<file path="src/rtl/pdc_pkg.sv">
// pdc_pkg: constants and types for the parity dram board controller
// assumes a 50 MHz single clock and synchronous active-high reset in every user
package pdc_pkg;

  localparam int unsigned CLK_MHZ        = 50;
  localparam int unsigned REF_PERIOD_NS  = 14500;
  localparam int unsigned REF_HIGH_NS    = 6000;
  localparam int unsigned REF_EXTRA_NS   = 50;
  localparam int unsigned TAP_NS         = 20;
  localparam int unsigned PULSE_NS       = 230;
  localparam int unsigned REF_PERIOD_CYC = REF_PERIOD_NS * CLK_MHZ / 1000;
  localparam int unsigned REF_HIGH_CYC   = REF_HIGH_NS * CLK_MHZ / 1000;
  localparam int unsigned REF_EXTRA_CYC  = (REF_EXTRA_NS * CLK_MHZ + 999) / 1000;
  localparam int unsigned TAP_CYC        = TAP_NS * CLK_MHZ / 1000;
  localparam int unsigned PULSE_CYC      = PULSE_NS * CLK_MHZ / 1000;
  // tap positions in cycles from trigger
  localparam logic [4:0] TAP_FIRST  = 5'h01;
  localparam logic [4:0] TAP_COLUMN = 5'h02;
  localparam logic [4:0] TAP_REFRAS = 5'h03;
  localparam logic [4:0] TAP_CHECK  = 5'h06;
  localparam logic [4:0] TAP_CLEAR  = 5'h09;
  localparam logic [4:0] SEQ_END    = 5'h0B;
  localparam logic [1:0] CTL_READ   = 2'h0;
  localparam logic [1:0] CTL_RPAUSE = 2'h1;
  localparam logic [1:0] CTL_WORDW  = 2'h2;
  localparam logic [1:0] CTL_BYTEW  = 2'h3;
  localparam int unsigned STAT_ERR_BIT   = 15;
  localparam int unsigned STAT_HIGH_BIT  = 14;
  localparam int unsigned STAT_WARN_BIT  = 0;
  localparam logic [15:0] STAT_RESET     = 16'h0000;
  localparam logic [21:0] PAGE_BASE_22   = 22'h3FE000;
  localparam logic [21:0] PAGE_BASE_18   = 22'h03E000;
  localparam logic [21:0] REG_ADDR_DEF   = 22'h3FF440;

  typedef enum logic [3:0] {
    PDC_IDLE = 4'h1,
    PDC_WAIT = 4'h2,
    PDC_SEQ  = 4'h4,
    PDC_DONE = 4'h8
  } pdc_state_t;

  typedef struct packed {
    logic [6:0] addr;
    logic [7:0] rowStrobe;
    logic       colStrobe;
    logic [1:0] byteWrite;
    logic [15:0] wrData;
    logic [1:0]  wrParity;
  } pdc_dram_t;

endpackage : pdc_pkg

</file>
<file path="src/rtl/pdc_controller.sv">
// pdc_controller: bus decode, sequencer, refresh and parity logic for one board
// assumes bus inputs are synchronous to clock and the dram array answers in one tap
`timescale 1ns/1ns
module pdc_controller
  import pdc_pkg::*;
#(
  parameter int unsigned REF_PERIOD = REF_PERIOD_CYC,
  parameter logic [21:0] REG_ADDR   = REG_ADDR_DEF
)(
  input  wire logic        clock,
  input  wire logic        rst,
  input  wire logic        mode18,
  input  wire logic        powerLowLine_n,
  input  wire logic        masterSync,
  input  wire logic [21:0] busAddr,
  input  wire logic [1:0]  busCtl,
  input  wire logic [15:0] busDataIn,
  input  wire logic [15:0] dramRdData,
  input  wire logic [1:0]  dramRdParity,
  output pdc_dram_t        dram,
  output logic [15:0]      busDataOut,
  output logic             busDataOe_n,
  output logic             slaveSync,
  output logic             parityErrLine,
  output logic             errorLed,
  output logic             busy
);

  // tick high time scales with the period so a shortened period still gives a falling edge
  localparam int unsigned REF_HIGH = REF_PERIOD * REF_HIGH_NS / REF_PERIOD_NS;

  // ----------------------------------------------------------------
  // address decode
  // ----------------------------------------------------------------
  wire logic        powerLow     = ~powerLowLine_n;
  wire logic [21:0] effAddr      = mode18 ? {4'h0, busAddr[17:0]} : busAddr;
  wire logic [21:0] pageBase     = mode18 ? PAGE_BASE_18 : PAGE_BASE_22;
  wire logic        inPage       = effAddr >= pageBase;
  // 18-bit mode matches only the low address bits of the register address
  wire logic        registerSelect = mode18 ? (effAddr[17:1] == REG_ADDR[17:1]) :
                                              (effAddr[21:1] == REG_ADDR[21:1]);
  wire logic        memSel       = ~powerLow & ~slaveSync & ~inPage;
  wire logic        regSel       = ~powerLow & registerSelect;
  wire logic        memRequest   = masterSync & memSel;
  wire logic        regAccess    = masterSync & regSel;
  wire logic        isWrite      = busCtl[1];

  // ----------------------------------------------------------------
  // refresh tick and row counter
  // ----------------------------------------------------------------
  logic [15:0] tickCnt_r;
  logic        tick_r;
  logic        tickPrev_r;
  logic [6:0]  refRow_r;
  logic        refDone_r;
  wire logic   tickRise = tick_r & ~tickPrev_r;
  wire logic   tickFall = ~tick_r & tickPrev_r;

  always_ff @(posedge clock)
  begin
    if (rst || tickCnt_r == 16'(REF_PERIOD - 1))
      tickCnt_r <= 16'h0000;
    else
      tickCnt_r <= tickCnt_r + 16'h0001;
  end

  always_ff @(posedge clock)
  begin
    tick_r     <= rst ? 1'b0 : (tickCnt_r < 16'(REF_HIGH));
    tickPrev_r <= rst ? 1'b0 : tick_r;
  end

  always_ff @(posedge clock)
  begin
    if (rst)
      refRow_r <= 7'h00;
    else if (tickFall && refDone_r)
      refRow_r <= refRow_r + 7'h01;
  end

  // ----------------------------------------------------------------
  // arbitration and sequencer
  // ----------------------------------------------------------------
  pdc_state_t  state_r;
  pdc_state_t  state_nxt;
  logic        refReq_r;
  logic        refCycle_r;
  logic [4:0]  seqCnt_r;
  logic [1:0]  waitCnt_r;
  logic [21:0] latAddr_r;
  logic [1:0]  latCtl_r;
  logic [15:0] latData_r;

  wire logic   idle      = (state_r == PDC_IDLE);
  // memory request wins ties: it came with the bus waiting, refresh can slip
  wire logic   startMem  = idle & memRequest;
  wire logic   startRef  = idle & ~memRequest & refReq_r;
  wire logic   waitDone  = (waitCnt_r == 2'(REF_EXTRA_CYC - 1));
  wire logic   seqEnd    = (state_r == PDC_SEQ) && (seqCnt_r == SEQ_END);
  wire logic   clearTap  = (state_r == PDC_SEQ) && (seqCnt_r == TAP_CLEAR) && refCycle_r;

  always_comb
  begin
    state_nxt = state_r;
    case (state_r)
      PDC_IDLE: if (startRef) state_nxt = PDC_WAIT;
                else if (startMem) state_nxt = PDC_SEQ;
      PDC_WAIT: if (waitDone) state_nxt = PDC_SEQ;
      PDC_SEQ:  if (seqEnd) state_nxt = PDC_DONE;
      PDC_DONE: state_nxt = masterSync & ~refCycle_r & slaveSync ? PDC_DONE : PDC_IDLE;
      default:  state_nxt = PDC_IDLE;
    endcase
  end

  always_ff @(posedge clock)
  begin
    state_r   <= rst ? PDC_IDLE : state_nxt;
    busy      <= rst ? 1'b0 : (state_nxt != PDC_IDLE);
    waitCnt_r <= (rst || state_r != PDC_WAIT) ? 2'h0 : waitCnt_r + 2'h1;
    seqCnt_r  <= (rst || state_r != PDC_SEQ) ? 5'h00 : seqCnt_r + 5'h01;
  end

  always_ff @(posedge clock)
  begin
    if (rst)
      refReq_r <= 1'b0;
    else if (tickRise)
      refReq_r <= 1'b1;
    else if (clearTap)
      refReq_r <= 1'b0;
  end

  always_ff @(posedge clock)
  begin
    if (rst)
      refCycle_r <= 1'b0;
    else if (startRef || startMem)
      refCycle_r <= startRef;
    else if (seqEnd)
      refCycle_r <= 1'b0;  // cleared at seqEnd, so in PDC_DONE the tail of a refresh looks like a data cycle
  end

  always_ff @(posedge clock)
  begin
    if (rst)
      refDone_r <= 1'b0;
    else if (clearTap)
      refDone_r <= 1'b1;
    else if (tickFall)
      refDone_r <= 1'b0;
  end

  always_ff @(posedge clock)
  begin
    if (rst)
    begin
      latAddr_r <= 22'h000000;
      latCtl_r  <= CTL_READ;
      latData_r <= 16'h0000;
    end
    else if (startMem)
    begin
      latAddr_r <= effAddr;
      latCtl_r  <= busCtl;
      latData_r <= busDataIn;
    end
  end

  // ----------------------------------------------------------------
  // dram drive
  // ----------------------------------------------------------------
  wire logic   inSeq     = (state_r == PDC_SEQ);
  wire logic   colPhase  = inSeq && seqCnt_r >= TAP_COLUMN;
  wire logic   memCyc    = inSeq & ~refCycle_r;
  wire logic   latWrite  = latCtl_r[1];
  wire logic [2:0] bankSel = latAddr_r[17:15];
  wire logic [7:0] bankOneHot = 8'h01 << bankSel;
  wire logic [1:0] byteSel = (latCtl_r == CTL_BYTEW) ?
                             (latAddr_r[0] ? 2'b10 : 2'b01) : 2'b11;
  wire logic   refRas    = inSeq && refCycle_r && seqCnt_r >= TAP_REFRAS;

  always_ff @(posedge clock)
  begin
    if (rst)
      dram <= '0;
    else
    begin
      dram.addr      <= refCycle_r ? refRow_r :
                        (colPhase ? latAddr_r[7:1] : latAddr_r[14:8]);
      dram.rowStrobe <= refRas ? 8'hFF : (memCyc ? bankOneHot : 8'h00);
      dram.colStrobe <= memCyc && colPhase;
      dram.byteWrite <= (memCyc && latWrite && colPhase) ? byteSel : 2'b00;
      dram.wrData    <= latData_r;
      dram.wrParity  <= {^latData_r[15:8], ^latData_r[7:0]};
    end
  end

  // ----------------------------------------------------------------
  // status register and parity check
  // ----------------------------------------------------------------
  logic [15:0] stat_r;
  logic [3:0]  errHigh_r;
  wire logic   checkTap  = memCyc && ~latWrite && seqCnt_r == TAP_CHECK;
  wire logic [1:0] rdPar = {^dramRdData[15:8], ^dramRdData[7:0]};
  wire logic   parErr    = checkTap && (rdPar != dramRdParity);
  wire logic   regWrite  = regAccess & isWrite & ~slaveSync;
  wire logic [6:0] midBits = (stat_r[STAT_HIGH_BIT] && !mode18) ?
                             {3'h0, errHigh_r} : stat_r[11:5];
  wire logic [15:0] regRead = {stat_r[15], stat_r[STAT_HIGH_BIT] & ~mode18,
                               stat_r[13:12], midBits, stat_r[4:0]};

  always_ff @(posedge clock)
  begin
    if (rst)
    begin
      stat_r    <= STAT_RESET;
      errHigh_r <= 4'h0;
    end
    else if (parErr)
    begin
      stat_r[STAT_ERR_BIT] <= 1'b1;
      stat_r[11:5]         <= latAddr_r[17:11];
      errHigh_r            <= latAddr_r[21:18];
    end
    else if (regWrite)
    begin
      stat_r <= {busDataIn[15], busDataIn[14] & ~mode18, busDataIn[13:0]};
    end
  end

  always_ff @(posedge clock)
  begin
    errorLed      <= rst ? 1'b0 : stat_r[STAT_ERR_BIT] | parErr;
    parityErrLine <= rst ? 1'b0 : parErr & stat_r[STAT_WARN_BIT];
  end

  // ----------------------------------------------------------------
  // bus answer
  // ----------------------------------------------------------------
  wire logic memAckW = memCyc && latWrite && seqCnt_r == TAP_FIRST;
  wire logic memAckR = memCyc && ~latWrite && seqCnt_r == TAP_CHECK;

  always_ff @(posedge clock)
  begin
    if (rst || !masterSync)
    begin
      slaveSync   <= 1'b0;
      busDataOe_n <= 1'b1;
      busDataOut  <= 16'h0000;
    end
    else if (regAccess && !slaveSync)
    begin
      slaveSync   <= 1'b1;
      busDataOe_n <= isWrite;
      busDataOut  <= regRead;
    end
    else if (memAckW || memAckR)
    begin
      slaveSync   <= 1'b1;
      busDataOe_n <= latWrite;
      busDataOut  <= dramRdData;
    end
  end

endmodule : pdc_controller

</file>
<file path="config.mk">
export PLATFORM = sky130hd
export DESIGN_NAME = pdc_controller
export DESIGN_NICKNAME = d
export VERILOG_FILES = /design/src/rtl/pdc_pkg.sv /design/src/rtl/pdc_controller.sv
export SDC_FILE = /design/constraint.sdc
export NUM_CORES = 1
export LEC_CHECK = 0
export ABC_AREA = 1
export BUFFER_PORTS_ARGS = -buffer_cell sky130_fd_sc_hd__buf_4
export CAP_MARGIN = 25
export CELL_PAD_IN_SITES_DETAIL_PLACEMENT = 0
export CELL_PAD_IN_SITES_GLOBAL_PLACEMENT = 1
export CORE_MARGIN = 2
export CORE_UTILIZATION = 37
export DETAILED_ROUTE_END_ITERATION = 6
export PLACE_DENSITY_LB_ADDON = 0.3
export SLEW_MARGIN = 25
export SYNTH_ARGS = -nofsm -noshare
export SYNTH_HDL_FRONTEND = slang
export SYNTH_SLANG_ARGS = --single-unit
</file>
<file path="constraint.sdc">
create_clock -name clock -period 1.6 [get_ports clock]
set_clock_uncertainty 0.1 [all_clocks]
set_input_delay 0.32 -clock clock [delete_from_list [all_inputs] [get_ports clock]]
set_output_delay 0.32 -clock clock [all_outputs]
set_load 0.05 [all_outputs]
</file>
* Word-level counts from Yosys, hierarchy flattened
Cells that the tools add are included.
** Word-level totals
- Flip-flop bits (word level) :: 156
- Bits of input ports :: 63
- Output and inout port bits :: 57
- Word-level logic and storage cells :: 150
** Cells by class
- Add/sub/neg operators :: 4
- $lt $le $gt $ge :: 4
- Eq/ne operators :: 17
- Shifts and indexed selects :: 1
- Muxes and demuxes :: 31
- Bitwise operators :: 29
- Reductions and logical operators :: 36
** Operator list (number)
- 2-to-1 mux 16 bit :: 3
- 2-to-1 mux 22 bit :: 2
- parity 8 bit :: 4
- 2-to-1 mux 7 bit :: 4
- greater-or-equal comparator 22 bit :: 1
- == test 21 bit, second input constant :: 1
- 2-to-1 mux 4 bit :: 5
- AND 1 bit :: 18
- == test 17 bit, second input constant :: 1
- adder 16 x 1 -> 16 bit, second input constant :: 1
- == test 16 x 10 -> 1 bit, second input constant :: 1
- logical AND 1 bit :: 16
- less-than comparator 16 x 9 -> 1 bit, second input constant :: 1
- 2-to-1 mux 8 bit :: 2
- case mux 4 bit (4 select lines) :: 1
- 2-to-1 mux 1 bit :: 12
- == test 5 x 4 -> 1 bit, second input constant :: 2
- greater-or-equal comparator 5 x 2 -> 1 bit, second input constant :: 2
- NOT 1 bit :: 10
- nonzero test 2 bit :: 5
- left shift 1 x 3 -> 8 bit, first input constant :: 1
- adder 7 x 1 -> 7 bit, second input constant :: 1
- logical OR 1 bit :: 6
- adder 5 x 1 -> 5 bit, second input constant :: 1
- 17 further kinds :: 21

* Depth between registers and ports, before layout
- Word-level depth :: 11
- Gate-level depth with buffers :: 16
- Mapped depth without buffers :: 15

* Least setup slack after synthesis
OpenSTA, ideal clock, no wires.
- Path kind :: reg2reg
- From :: register seqCnt_r[0]
- To :: register dram[33] in the netlist's numbering
- Setup time :: 0.115 ns
- Arrival time :: 1.537 ns
- Required time :: 1.385 ns
- Path slack :: -0.152 ns
- Cell stages (with the launch flop) :: 8
- Path buffers :: 1
- Clock period less this slack :: 1.752 ns
- Cell sequence :: dfxtp_1 -> inv_1 -> ha_1 -> o41ai_4 -> buf_2 -> o21ai_0 -> o21ai_0 -> inv_1
** On the way
- Word-level cells in the longest chain between the ends :: 4
** RTL lines
- start: declaration :: line pdc_controller.sv:88 : logic [4:0] seqCnt_r;
- start signal: assignment :: line pdc_controller.sv:120 : seqCnt_r <= (rst || state_r != PDC_SEQ) ? 5'h00 : seqCnt_r + 5'h01;
- greater-or-equal comparator 5 x 2 -> 1 bit :: line pdc_controller.sv:173 : wire logic colPhase = inSeq && seqCnt_r >= TAP_COLUMN;
- logical AND 1 bit :: line pdc_controller.sv:173
- 2-to-1 mux 7 bit :: line pdc_controller.sv:189 : (colPhase ? latAddr_r[7:1] : latAddr_r[14:8]);
- 2-to-1 mux 7 bit :: line pdc_controller.sv:188 : dram.addr <= refCycle_r ? refRow_r :
- end: declaration :: line pdc_controller.sv:20 : output pdc_dram_t dram,
No other way between the ends.
A chain may end at the register's enable or synchronous reset.

* Worst setup path in the final report
- From :: register seqCnt_r[3]
- To :: register busDataOut[14]
** On the way
- Word-level cells in the longest chain between the ends :: 4
- Elaborated cells on any way between the ends :: 6
- Those cells by class :: eq/ne (2); reduce/logical (4)
** RTL lines
- == test 5 x 1 -> 1 bit or == test 5 x 3 -> 1 bit (tied branches) :: line pdc_controller.sv:240, pdc_controller.sv:241
- logical AND 1 bit, on equally long branches :: line pdc_controller.sv:240, pdc_controller.sv:241
- logical OR 1 bit (*) :: line pdc_controller.sv:257 : else if (memAckW || memAckR)
- nonzero test 2 bit (no line) (*)
- end signal: assignment :: line pdc_controller.sv:255 : busDataOut <= regRead;
- end signal: assignment :: line pdc_controller.sv:261 : busDataOut <= dramRdData;
- end: declaration :: line pdc_controller.sv:21 : output logic [15:0] busDataOut,
Every way passes the cells marked *; elsewhere a longest branch is shown, timed or not.

==> metrics.txt <==
Synth cell types=50; CTS tree=built; routability cong.=0.869; outcome=finished, violations left; PwrDens=887 mW/mm2; met3 WL=854 um; R2R Path Start=seqCnt_r[3]; CP Capture Type=register; Finished Cell Area=0.0106 mm2; Post-Syn Nets=928; placed cells=1269; post-detail-place hpwl=13300 um; Slew Limit Fails=0; via count=6526; largest area contributor in the netlist=dfxtp_1; drt drc=0; Fmax=0.579 GHz; Final WS setup=-128 ps; largest net degree at the start of global routing=37; Min-Delay Path Class=in2reg; sequential area share after synthesis=46.4%; first-pass iteration count of the detailed router=4; Worst-Margin Slew=425 ps; period utilization=108%; vias in the first global route=5932; most frequent cells after synthesis=dfxtp_1 (156), inv_1 (113), nand2_1 (110); Metal-1 WL=8660 um; slew margin rel.=71.0%; CTS max path bufs=2; Synth Register Bits=156; Die Span X=139 um; R2R Setup Slk=-130 ps; Iteration-0 DRC Markers=305; Post-Syn Area per Cell=7.84 um2; clk slew on worst S/H paths=60 ps; synth top area cells=dfxtp_1 (46%), inv_1 (6.3%), nand2_1 (6.1%); share of cells above drive strength 1=44.3%; EDFF count, synth=0; TritonCTS sink count=156; Root Buffer=clkbuf_16; Critical Path Fanout Max=7; final core utilization=59.1%; core area=0.0179 mm2; I/O Buffers=119; drt wl/cell=14.6 um; ys async rst share=0%; Finished Layout Cells=1341; CP Launch Type=register; Layout area overhead=57.3%; cts hold-fix bufs=0; Ys Warns=0; RSZ-0062 raised after global routing=yes; Final min period=1730 ps; uppermost layer routed=met4; critical path class=reg2reg; RR Endpoint=busDataOut[14]; Max Cap Viol=0; IO Count=120; Syn Std Cell Area=0.00673 mm2; global route overflow=0; Post-synth top flop=dfxtp_1; Int Pwr=6.82 mW; H-tree levels=4; worst hold path depth=3; dpl ws=-342 ps; placed inst area=0.00851 mm2; clk_lat worst skew=430 ps; synthesized instance count=858; violated checks=negative setup slack; final hold vios=0; worst reg2reg path depth=10; Comb pwr share=14.4%; Post-DRT Antenna Nets=0; Rows=49; final setup violating endpoints=70; Hold EP=latAddr_r[8]; vias per inst=4.87; area of the die=0.0193 mm2; Worst Path Required=1820 ps; diode count=0; DIE HEIGHT=139 um; routed wire length=19600 um; Peak VDD IR=0.765 mV; initial core utilization=37.6%; Synth top area share=46.4%; min-delay src=busAddr[8]; nets=1169; worst path arrival time=1950 ps; met2 routed WL=9800 um; power share of the clock group=41.6%; Reg power frac=44.0%; first-pass GRT wire length=29200 um; TritonCTS buffer count=17; most frequent cell after synthesis=dfxtp_1; initial antenna violation count=0; worst hold margin=40.6 ps; switching power=2.57 mW; Lkg Pwr=4.74 nW; Global Route Usage Sum=18.7%; switching part of the total=27.4%
==> flip-flops by register name, indices dropped and copies added (netlist names), 2 cells and up <==
signal	cells
dram	36
latAddr_r	22
busDataOut	16
latData_r	16
stat_r	16
tickCnt_r	16
refRow_r	7
seqCnt_r	5
errHigh_r	4
state_r	4
latCtl_r	2
waitCnt_r	2
==> cell families (layout without fill, tap and decap cells) <==
group	after synthesis	in the layout	share of synthesized area, %
and+or+nand+nor	319	320	22.2
DFF	156	156	46.4
buffers and inverters	155	408	10.2
adders and majority gates	7	7	1.30
xor gates and xnor gates	25	25	3.25
AOI/OAI and AO/OA	196	196	16.6
==> through the flow <==
stage	setup TNS, ps	power (mW)
final	-4320	9.39
after global routing	-12890	9.77
after CTS	-1030	9.21
after detailed placement	-13650	5.29
after global placement	-13000	5.28
after floorplan	0	4.81
==> worst max path at each step <==
stage	from	endpoint	slack, ps	depth (start not counted)
floorplan	slaveSync	busDataOut[12]	3	7
global placement	busAddr[5]	stat_r[15]	-330	10
detailed placement	busAddr[5]	stat_r[15]	-340	10
CTS	state_r[0]	busDataOut[6]	-60	10
global route	state_r[3]	busDataOut[14]	-220	10
finish	seqCnt_r[3]	busDataOut[14]	-130	10
==> worst max-delay path, cell delays in order (launching register included) <==
cell      delay, ps
dfxtp_1         350
inv_2            60
nand2_4          70
inv_1            70
nand4_4         110
nor2_4           70
a21oi_4         270
buf_12          200
nand2_8          70
o211ai_1        190
nor2_1           60
==> cell type report <==
type / count / area (um2)
Fill cell: 1598 / 7310
Multi-Input combinational cell: 548 / 3830
Sequential cell: 156 / 3150
Timing Repair Buffer: 253 / 2250
Inverter: 120 / 478
Clock buffer: 18 / 439
Tap cell: 229 / 287
Clock inverter: 14 / 134
Timing Repair inverter: 3 / 26.3
==> power groups by stage <==
stage / logic (mW) / registers, mW / clock network, mW
floorplan: 0.455 / 4.36 / 0
global placement: 1.09 / 4.19 / 0
detailed placement: 1.09 / 4.20 / 0
CTS: 1.11 / 4.12 / 3.99
global route: 1.46 / 4.15 / 4.17
finish: 1.35 / 4.13 / 3.91
==> routing by layer <==
metal / vias up / global-route usage (%)
met5: - / 0
met1: 3050 / 23.7
met2: 139 / 31.4
li1: 3313 / -
met4: 0 / 5.64
met3: 24 / 4.83
==> cells in the final DEF (no fill, tap or decap), types with 12 or more instances in the layout <==
| cell type | instances |
|---|---|
| inv_2 | 12 |
| a21oi_2 | 21 |
| nor2_4 | 16 |
| xnor2_1 | 13 |
| nor2_1 | 67 |
| inv_1 | 103 |
| buf_4 | 212 |
| o21ai_2 | 32 |
| xor2_1 | 12 |
| nor3_1 | 14 |
| buf_6 | 21 |
| dfxtp_1 | 143 |
| nand3_2 | 20 |
| clkbuf_16 | 25 |
| o21ai_0 | 31 |
| nand2_1 | 94 |
| nand3_1 | 34 |
| a21oi_1 | 56 |
| o21ai_1 | 24 |
==> timing repair <==
action,4_1_cts,5_1_grt
setup endpoints to repair,69,115
pin swaps,14,60
buffers inserted,12,17
resized for setup,60,243
gates cloned,1,12
Power figures use the tool's default switching activity.
